`src/hdl/rxcfg_pkg.sv`:
```
// Package with offsets, field layouts, reset values and carrier types of the receive-port configuration bank.
package rxcfg_pkg;

  localparam int NPORTS_DEF = 2;

  ////////////////////////////////////////////////////////////////////////////////
  localparam logic [7:0] OFS_PORT_SEL = 8'h4C;
  localparam logic [7:0] OFS_STS_ONE  = 8'h4D;
  localparam logic [7:0] OFS_STS_TWO  = 8'h4E;
  localparam logic [7:0] OFS_CAM_STS  = 8'h7A;
  localparam logic [7:0] OFS_EQ_CTL   = 8'hD2;
  localparam logic [7:0] OFS_EQ_MAN   = 8'hD4;
  localparam logic [7:0] OFS_EQ_LIM   = 8'hD5;
  localparam logic [7:0] OFS_SPARE_A  = 8'hD6;
  localparam logic [7:0] OFS_SPARE_B  = 8'hD7;
  localparam logic [7:0] OFS_MASK_HI  = 8'hD8;
  localparam logic [7:0] OFS_MASK_LO  = 8'hD9;

  ////////////////////////////////////////////////////////////////////////////////
  localparam int BYP_BIT      = 0;
  localparam int MLOW_LSB     = 1;
  localparam int MHIGH_LSB    = 5;
  localparam int FLOOR_LSB    = 0;
  localparam int CEIL_LSB     = 4;
  localparam int FLOOREN_BIT  = 2;
  localparam int PSEL_RD_LSB  = 4;
  localparam int MASK_HI_W    = 3;
  localparam int MASK_LO_W    = 7;

  ////////////////////////////////////////////////////////////////////////////////
  localparam logic       BYP_RST     = 1'b0;
  localparam logic [2:0] MLOW_RST    = 3'h0;
  localparam logic [2:0] MHIGH_RST   = 3'h3;
  localparam logic [3:0] CEIL_RST    = 4'hF;
  localparam logic [3:0] FLOOR_RST   = 4'h2;
  localparam logic       FLOOREN_RST = 1'b1;
  localparam logic [2:0] MASK_HI_RST = 3'h0;
  localparam logic [6:0] MASK_LO_RST = 7'h00;
  localparam logic [7:0] SPARE_RST   = 8'h00;
  localparam logic [7:0] PSEL_RST    = 8'h01;

  ////////////////////////////////////////////////////////////////////////////////
  typedef struct packed {
    logic       bypass;
    logic [2:0] man_high;
    logic [2:0] man_low;
    logic [3:0] ceiling;
    logic [3:0] floor;
    logic       floor_en;
    logic [2:0] mask_hi;
    logic [6:0] mask_lo;
  } rxcfg_cfg_t;

  // Event order matches the concatenation of the high and low mask bytes.
  typedef struct packed {
    logic encode;
    logic sequence_err;
    logic checksum;
    logic line_len;
    logic line_total;
    logic overflow;
    logic camera;
    logic parity;
    logic valid_chg;
    logic lock_chg;
  } rxcfg_evt_t;

  localparam int EVT_W = $bits(rxcfg_evt_t);

  localparam logic [EVT_W-1:0] EVT_GRP_ONE = 10'h187;
  localparam logic [EVT_W-1:0] EVT_GRP_TWO = 10'h270;
  localparam logic [EVT_W-1:0] EVT_GRP_CAM = 10'h008;

  localparam rxcfg_cfg_t CFG_RST = '{
    bypass:   BYP_RST,
    man_high: MHIGH_RST,
    man_low:  MLOW_RST,
    ceiling:  CEIL_RST,
    floor:    FLOOR_RST,
    floor_en: FLOOREN_RST,
    mask_hi:  MASK_HI_RST,
    mask_lo:  MASK_LO_RST
  };

endpackage : rxcfg_pkg

```
`src/hdl/rxcfg_port.sv`:
```
// Equalizer code stepping and interrupt condition latching for one receive port.
`timescale 1ns/10ps
module rxcfg_port (
  input  wire logic                      clk_in,
  input  wire logic                      arst_n_in,
  input  wire rxcfg_pkg::rxcfg_cfg_t     cfg_in,
  input  wire rxcfg_pkg::rxcfg_evt_t     evt_in,
  input  wire logic [rxcfg_pkg::EVT_W-1:0] clr_in,
  input  wire logic                      restart_in,
  input  wire logic                      step_in,
  output logic [rxcfg_pkg::EVT_W-1:0]    lat_out,
  output logic                           irq_out,
  output logic [5:0]                     eq_code_out,
  output logic [3:0]                     adapt_code_out
);
  import rxcfg_pkg::*;

  logic [EVT_W-1:0] lat_r;
  logic [3:0]       adapt_r;
  logic [5:0]       code_r;

  ////////////////////////////////////////////////////////////////////////////////
  wire logic [3:0]       start_code = cfg_in.floor_en ? cfg_in.floor : 4'h0;
  wire logic             can_step   = step_in && !cfg_in.bypass && (adapt_r < cfg_in.ceiling);
  wire logic [3:0]       adapt_nxt  = restart_in ? start_code : (can_step ? adapt_r + 4'h1 : adapt_r);
  wire logic [5:0]       code_nxt   = cfg_in.bypass ? {cfg_in.man_high, cfg_in.man_low}
                                                    : {2'h0, adapt_r};
  // A new event in the clearing cycle survives, so no condition is lost to a read.
  wire logic [EVT_W-1:0] lat_nxt    = (lat_r & ~clr_in) | evt_in;
  wire logic [EVT_W-1:0] en_vec     = {cfg_in.mask_hi, cfg_in.mask_lo};

  assign irq_out        = |(lat_r & en_vec);
  assign lat_out        = lat_r;
  assign eq_code_out    = code_r;
  assign adapt_code_out = adapt_r;

  ////////////////////////////////////////////////////////////////////////////////
  always_ff @(posedge clk_in or negedge arst_n_in) begin
    if (!arst_n_in) begin
      lat_r   <= '0;
      adapt_r <= FLOOR_RST;
      code_r  <= 6'h00;
    end else begin
      lat_r   <= lat_nxt;
      adapt_r <= adapt_nxt;
      code_r  <= code_nxt;
    end
  end

endmodule : rxcfg_port

```
`src/hdl/rxcfg_top.sv`:
```
// Per-receive-port equalizer and interrupt-enable register bank with port-select steering.
`timescale 1ns/10ps

// Function
// - Per-port writes go to every port whose port-select bit is set; reads use the port numbered in port-select bits from bit 4 up.
// - When bypassed, bits 3:1 give the low three code bits; reset zero.
// - When bypassed, bits 7:5 give the high three code bits; reset three.
// - Adaptation never steps past the ceiling in bits 7:4; reset fifteen.
// - With floor start set, adaptation restarts from floor bits 3:0; reset two.
// - Floor start resets to one; when clear adaptation restarts from zero.
// - High mask bit 2 enables the link encoding error interrupt.
// - High mask bit 1 enables the control channel sequence error interrupt.
// - High mask bit 0 enables the control channel checksum error interrupt.
// - High mask bits 7:3 read zero, ignore writes; all enables reset zero.
// - Low mask bit 6 enables the line length change interrupt.
// - Low mask bit 5 enables the lines per frame change interrupt.
// - Low mask bit 4 enables the receive buffer overflow interrupt.
// - Low mask bit 3 enables the camera receiver error interrupt.
// - Low mask bit 2 enables the link parity error interrupt.
// - Low mask bit 1 enables the port valid change interrupt.
// - Low mask bit 0 enables the lock status change interrupt.
// - A latched condition clears only when its status register is read.
module rxcfg_top #(
  parameter int NPORTS = rxcfg_pkg::NPORTS_DEF
) (
  input  wire logic                  clk_in,
  input  wire logic                  arst_n_in,
  input  wire logic [7:0]            reg_addr_in,
  input  wire logic [7:0]            reg_wdata_in,
  input  wire logic                  reg_wr_in,
  input  wire logic                  reg_rd_in,
  output logic [7:0]                 reg_rdata_out,
  input  wire rxcfg_pkg::rxcfg_evt_t evt_in [NPORTS],
  input  wire logic [NPORTS-1:0]     eq_restart_in,
  input  wire logic [NPORTS-1:0]     eq_step_in,
  output logic [5:0]                 eq_code_out [NPORTS],
  output logic [3:0]                 adapt_code_out [NPORTS],
  output logic                       irq_out
);
  import rxcfg_pkg::*;

  localparam int RDW = (NPORTS > 1) ? $clog2(NPORTS) : 1;

  ////////////////////////////////////////////////////////////////////////////////
  function automatic rxcfg_cfg_t write_cfg(input rxcfg_cfg_t cur,
                                           input logic [7:0] addr,
                                           input logic [7:0] data);
    rxcfg_cfg_t nxt;
    nxt = cur;
    if (addr == OFS_EQ_CTL) begin
      nxt.floor_en = data[FLOOREN_BIT];
    end
    if (addr == OFS_EQ_MAN) begin
      nxt.man_high = data[MHIGH_LSB +: 3];
      nxt.man_low  = data[MLOW_LSB +: 3];
      nxt.bypass   = data[BYP_BIT];
    end
    if (addr == OFS_EQ_LIM) begin
      nxt.ceiling = data[CEIL_LSB +: 4];
      nxt.floor   = data[FLOOR_LSB +: 4];
    end
    if (addr == OFS_MASK_HI) begin
      nxt.mask_hi = data[MASK_HI_W-1:0];
    end
    if (addr == OFS_MASK_LO) begin
      nxt.mask_lo = data[MASK_LO_W-1:0];
    end
    return nxt;
  endfunction : write_cfg

  function automatic logic [7:0] read_port(input rxcfg_cfg_t cfg,
                                           input logic [7:0] spa,
                                           input logic [7:0] spb,
                                           input logic [EVT_W-1:0] lat,
                                           input logic [7:0] addr);
    logic [7:0] r;
    r = 8'h00;
    unique case (addr)
      OFS_EQ_CTL: begin
        r[FLOOREN_BIT] = cfg.floor_en;
      end
      OFS_EQ_MAN: begin
        r[MHIGH_LSB +: 3] = cfg.man_high;
        r[MLOW_LSB +: 3]  = cfg.man_low;
        r[BYP_BIT]        = cfg.bypass;
      end
      OFS_EQ_LIM: begin
        r[CEIL_LSB +: 4]  = cfg.ceiling;
        r[FLOOR_LSB +: 4] = cfg.floor;
      end
      OFS_SPARE_A: begin
        r = spa;
      end
      OFS_SPARE_B: begin
        r = spb;
      end
      OFS_MASK_HI: begin
        r[MASK_HI_W-1:0] = cfg.mask_hi;
      end
      OFS_MASK_LO: begin
        r[MASK_LO_W-1:0] = cfg.mask_lo;
      end
      OFS_STS_ONE: begin
        r[4:0] = {lat[8], lat[7], lat[2], lat[1], lat[0]};
      end
      OFS_STS_TWO: begin
        r[3:0] = {lat[9], lat[6], lat[5], lat[4]};
      end
      OFS_CAM_STS: begin
        r[0] = lat[3];
      end
      default: begin
        r = 8'h00;
      end
    endcase
    return r;
  endfunction : read_port

  // Each status register clears only the conditions it reports.
  function automatic logic [EVT_W-1:0] clear_mask(input logic [7:0] addr);
    logic [EVT_W-1:0] m;
    m = '0;
    if (addr == OFS_STS_ONE) begin
      m = EVT_GRP_ONE;
    end
    if (addr == OFS_STS_TWO) begin
      m = EVT_GRP_TWO;
    end
    if (addr == OFS_CAM_STS) begin
      m = EVT_GRP_CAM;
    end
    return m;
  endfunction : clear_mask

  ////////////////////////////////////////////////////////////////////////////////
  logic [7:0]       psel_r;
  logic [7:0]       rdata_r;
  logic             irq_r;
  rxcfg_cfg_t       cfg_r     [NPORTS];
  rxcfg_cfg_t       cfg_nxt   [NPORTS];
  logic [7:0]       spare_a_r [NPORTS];
  logic [7:0]       spare_b_r [NPORTS];
  logic [7:0]       port_rd   [NPORTS];
  logic [EVT_W-1:0] lat       [NPORTS];
  logic [EVT_W-1:0] clr       [NPORTS];
  logic [NPORTS-1:0] port_irq;

  wire logic [RDW-1:0] rd_idx  = psel_r[PSEL_RD_LSB +: RDW];
  wire logic           rd_ok   = (int'(rd_idx) < NPORTS);
  wire logic           hit_sel = (reg_addr_in == OFS_PORT_SEL);
  wire logic [7:0]     rd_nxt  = hit_sel ? psel_r : (rd_ok ? port_rd[rd_idx] : 8'h00);
  wire rxcfg_cfg_t     rd_cfg  = rd_ok ? cfg_r[rd_idx] : CFG_RST;

  assign reg_rdata_out = rdata_r;
  assign irq_out       = irq_r;

  ////////////////////////////////////////////////////////////////////////////////
  for (genvar p = 0; p < NPORTS; p++) begin : g_port
    // A write lands in every port whose select bit is set, so broadcast writes are possible.
    wire logic wr_here = reg_wr_in && psel_r[p];
    wire logic rd_here = reg_rd_in && (rd_idx == RDW'(p));

    assign cfg_nxt[p] = wr_here ? write_cfg(cfg_r[p], reg_addr_in, reg_wdata_in) : cfg_r[p];
    assign port_rd[p] = read_port(cfg_r[p], spare_a_r[p], spare_b_r[p], lat[p], reg_addr_in);
    assign clr[p]     = rd_here ? clear_mask(reg_addr_in) : '0;

    always_ff @(posedge clk_in or negedge arst_n_in) begin
      if (!arst_n_in) begin
        cfg_r[p]     <= CFG_RST;
        spare_a_r[p] <= SPARE_RST;
        spare_b_r[p] <= SPARE_RST;
      end else begin
        cfg_r[p] <= cfg_nxt[p];
        if (wr_here && reg_addr_in == OFS_SPARE_A) begin
          spare_a_r[p] <= reg_wdata_in;
        end
        if (wr_here && reg_addr_in == OFS_SPARE_B) begin
          spare_b_r[p] <= reg_wdata_in;
        end
      end
    end

    rxcfg_port u_port (
      .clk_in         (clk_in),
      .arst_n_in      (arst_n_in),
      .cfg_in         (cfg_r[p]),
      .evt_in         (evt_in[p]),
      .clr_in         (clr[p]),
      .restart_in     (eq_restart_in[p]),
      .step_in        (eq_step_in[p]),
      .lat_out        (lat[p]),
      .irq_out        (port_irq[p]),
      .eq_code_out    (eq_code_out[p]),
      .adapt_code_out (adapt_code_out[p])
    );
  end

  ////////////////////////////////////////////////////////////////////////////////
  // Reads are answered one cycle after the strobe; the data holds until the next read.
  always_ff @(posedge clk_in or negedge arst_n_in) begin
    if (!arst_n_in) begin
      psel_r  <= PSEL_RST;
      rdata_r <= 8'h00;
      irq_r   <= 1'b0;
    end else begin
      if (reg_wr_in && hit_sel) begin
        psel_r <= reg_wdata_in;
      end
      if (reg_rd_in) begin
        rdata_r <= rd_nxt;
      end
      irq_r <= |port_irq;
    end
  end

  for (genvar p = 0; p < NPORTS; p++) begin : g_chk

  end
endmodule : rxcfg_top

```
`config.mk`:
```
export PLATFORM = sky130hd
export DESIGN_NAME = rxcfg_top
export DESIGN_NICKNAME = d
export VERILOG_FILES = /design/src/hdl/rxcfg_pkg.sv /design/src/hdl/rxcfg_port.sv /design/src/hdl/rxcfg_top.sv
export SDC_FILE = /design/constraint.sdc
export NUM_CORES = 1
export LEC_CHECK = 0
export BUFFER_PORTS_ARGS = -buffer_cell sky130_fd_sc_hd__buf_2
export CORE_UTILIZATION = 55
export CTS_BUF_LIST = sky130_fd_sc_hd__clkbuf_4 sky130_fd_sc_hd__clkbuf_8
export DETAILED_ROUTE_END_ITERATION = 16
export PLACE_DENSITY = 0.75
export SYNTH_ARGS = -nofsm -noshare
export SYNTH_HDL_FRONTEND = slang
export SYNTH_SLANG_ARGS = --single-unit
```
`constraint.sdc`:
```
create_clock -name clk_in -period 1.75 [get_ports clk_in]
set_input_delay 0.0875 -clock clk_in [delete_from_list [all_inputs] [get_ports clk_in]]
set_output_delay 0.0875 -clock clk_in [all_outputs]
set_load 0.01 [all_outputs]
```
==> parameters.txt <==
Parameter                              Value

Cells and area
  Post-synthesis to final-layout area growth ... 27.6%
  Antenna cell count ... 0
  Core utilization of the finished layout ... 72.5%
  Sequential cell area in the final layout ... 0.00355 sq mm
  Fraction of final layout cells sized beyond drive strength 1 ... 45.1%
  FILL cells ... 872
  Footprint of the multi-input gates ... 0.00319 sq mm
  Final net count ... 791

Clock network
  Reg clk slew, reported paths ... 80 ps
  Clk Tree Root Cell ... clkbuf_8
  Sinks on Clock Net ... 141
  CTS max path bufs ... 2
  Later-pin clock latency in the skew report ... 480 ps
  CTS buffer count ... 17
  CTS tree ... done
  Depth of the CTS H-tree ... 4

STA
  Number of endpoints failing setup at the final stage ... 5
  Worst Slack Setup Final ... -39.3 ps
  Max frequency ... 559 MHz
  Shortest clock period the worst path allows after layout ... 1790 ps
  Worst Max-Slew Pin Slew ... 522 ps
  Clock skew after layout ... 14.5 ps
  Worst Hold Slack ... 61.0 ps
  Final Hold Violating Endpoints ... 0
  Share of the cycle needed by the critical path after routing ... 102%
  Worst slew margin relative to its limit ... 65.2%
  Unrepaired setup endpoints after global routing ... true
  Max-slew violations ... 0

Critical path
  Crit path required time ... 2150 ps
  WP data arrival ... 2190 ps
  Ordered list of cells on the worst path ... inv_2 -> ha_4 -> a21o_1 -> a21o_1 -> a21oi_2 -> mux2i_1 -> o21ai_1
  Most repeated library cell on the critical path ... a21o_1
  Delay of the slowest cell on the worst path ... 550 ps
  Worst-path cell with the longest stage delay ... dfstp_2
  Highest net fanout along the worst path ... 3
  Type of element capturing the critical path ... flop
  Type of the worst setup path ... flop to flop
  Kind of launch point of the worst setup path ... flop

Synth
  Synth cell types ... 63
  Mean cell area of the mapped netlist ... 12.0 sq um
  Count of flip-flops with a built-in enable after synthesis ... 0
  Flops & latches, synth ... 141
  Synth warn ... 0
  Proportion of synthesized flip-flops having asynchronous set or reset ... 100%
  Gate count of the mapped netlist ... 575
  Primary FF master, synth ... dfrtp_1
  Seq/Total Area, Yosys ... 51.6%
  Synthesized cell area ... 0.00688 sq mm
  Synthesized net count ... 627

Die
  Count of boundary I/O pins ... 73
  Area of the core region ... 0.0121 sq mm
  Placement row count ... 40
  Total die area ... 0.0130 sq mm
  Starting density of the core ... 56.8%
  Die width ... 114 microns
  Floorplan die height ... 114 microns

Placed design
  Placer congestion estimate ... 0.956
  Count of input and output buffers ... 72
  Place WS ... -128 ps
  HPWL Detailed ... 15,300 microns

Global route
  Largest net degree at the start of global routing ... 39
  Remaining global-route overflow ... 0
  First-pass GRT wire length ... 33,300 microns
  Number of antenna violations at the first check in global routing ... 0
  Number of global-route vias before repair ... 5,717
  GRT Total Usage ... 35.6%

Drt
  Detailed route wirelength on metal2 ... 10,200 microns
  DRT iter0 DRCs ... 485
  Wire length after detailed routing ... 21,400 microns
  DRT Pass-1 Iters ... 5
  Drc violations ... 0
  Max Used Layer ... met4
  Vias per cell ... 6.09
  WL met3 ... 1520 microns
  Post-route antenna net violation count ... 0
  Routed WL per cell ... 23.3 microns
  WL met1 ... 9200 microns
  Via Count ... 5,599

Pwr
  Power after layout ... 0.00734 W
  PwrDens ... 837 mW/mm^2
  Static leakage power ... 4.04 nW
  Max IR drop VDD ... 0.000652 V

Min path
  Hold Path Class ... input pin to async pin

Run status
  Result of the run ... finished, violations left
  Violated checks ... negative setup slack

Run
  Number of max-capacitance violations reported ... 0
-- synth_stat cells, types with 3 or more instances --
cell / count / area, sq um
nor2_1: 19 / 71.3
mux4_2: 3 / 67.6
a21oi_1: 20 / 100
a21o_1: 24 / 180
inv_1: 6 / 22.5
buf_6: 3 / 33.8
nand3b_1: 3 / 22.5
nor4_1: 3 / 18.8
nand2b_1: 7 / 43.8
nor2_2: 4 / 25.0
clkbuf_1: 10 / 37.5
nand2_1: 33 / 124
a221oi_1: 7 / 61.3
nor2b_1: 5 / 31.3
dfstp_2: 19 / 499
nor2_4: 4 / 45.0
and2_1: 5 / 31.3
ha_1: 8 / 100
mux2i_1: 11 / 110
a211oi_1: 4 / 30.0
xnor2_1: 6 / 52.6
a31oi_1: 9 / 56.3
o21ai_0: 18 / 90.1
dfrtp_1: 122 / 3050
nand3_1: 30 / 150
buf_1: 4 / 15.0
nand4_1: 5 / 31.3
a22oi_1: 16 / 120
buf_2: 9 / 45.0
nor3_1: 5 / 25.0
buf_4: 7 / 52.6
mux2_2: 99 / 1110
a22o_1: 9 / 78.8
-- timing repair --
| item | CTS | global route |
|---|---|---|
| endpoints found under the hold margin | 160 | 0 |
| pin swaps | 12 | 15 |
| setup endpoints to repair | 8 | 10 |
| setup buffers | 1 | 1 |
| gates resized for setup | 12 | 7 |
| hold buffers | 26 | 0 |
-- worst max-delay path, delay by kind of cell (launching register included) --
kind | cells | cell delay, ps
AOI/OAI and AO/OA | 4 | 690
DFF | 1 | 550
muxes | 1 | 230
adders and majority gates | 1 | 200
buffers and inverters | 1 | 60
-- where the power goes --
| part | internal, W | switching (W) |
|---|---|---|
| sequential | 0.00331 | 0.0000351 |
| combinational | 0.000277 | 0.000384 |
| clock | 0.00201 | 0.00133 |
| total | 0.00559 | 0.00175 |
-- stage by stage --
stage | TNS, ps | cell area [sq um] | instances
after floorplan | 0 | 6880 | 575
after global placement | -975 | 7920 | 860
after detailed placement | -1630 | 7920 | 860
after CTS | -67.8 | 8740 | 919
after global routing | -516 | 8780 | 920
final | -69.4 | 8780 | 920
-- cell type report --
type                       instances  share of cell area [%]
timing repair buffer             178                    14.7
tap                              168                    2.40
clock buffer                      18                    2.75
multi-input combinational        394                    36.4
inverter                           7                   0.299
clock inverter                    14                    3.02
sequential                       141                    40.5
-- final timing paths --
path,start,to,cells after the start,slack (ps)
max,cfg_r[42],g_port[0].u_port.adapt_code_out[1],7,-40
min reg2reg,spare_a_r[11],spare_a_r[11],1,510
max reg2reg,cfg_r[42],g_port[0].u_port.adapt_code_out[1],7,-40
min in group clk_in,reg_rd_in,reg_rdata_out[1],2,60
max in group asynchronous,arst_n_in,g_port[0].u_port.adapt_code_out[1],3,1000
min,arst_n_in,cfg_r[50],2,60
-- layout by cell type (no fill, tap or decap), types with 3 or more instances in the layout --
cell type	instances
nand3_1	30
nand4_1	5
nor2_2	4
bufinv_16	7
nor3_1	5
nand2b_1	7
nand2_1	33
a21oi_1	14
dfstp_2	19
a21oi_2	5
dfrtp_1	122
and2_1	5
o21ai_0	14
a211oi_2	3
o21ai_1	4
a221oi_1	7
a22oi_1	16
buf_4	75
clkinv_4	3
nor2b_1	5
buf_2	71
dlygate4sd3_1	26
a22o_1	9
mux4_2	3
xnor2_1	6
nand3b_1	3
a21o_1	24
inv_1	4
nor2_1	19
clkbuf_8	17
ha_1	6
nor2_4	4
a31oi_1	9
mux2i_1	11
mux2_2	99
buf_12	5
-- cell families (layout without fill, tap and decap cells) --
logic type                 after synthesis  in the layout  synth area share (%)
muxes                                  113            113                  18.8
buffers and inverters                   40            217                  3.06
xor gates and xnor gates                 6              6                 0.764
DFF                                    141            141                  51.6
adders and majority gates                8              8                  1.46
AOI/OAI and AO/OA                      123            123                  12.4
and+or+nand+nor                        144            144                  11.9
-- metal layers --
metal  global-route usage, %  vias up
met5                       0        -
met4                    14.1        0
met3                    7.33       44
met2                    56.1      251
met1                    48.4     2848
li1                        -     2456
-- registers in the layout, indices dropped and copies added (netlist names) --
name	flops
cfg_r	52
g_port.u_port.lat_out	20
spare_a_r	16
spare_b_r	16
g_port.u_port.eq_code_out	12
g_port.u_port.adapt_code_out	8
psel_r	8
reg_rdata_out	8
irq_out	1
Power figures use the tool's default switching activity.
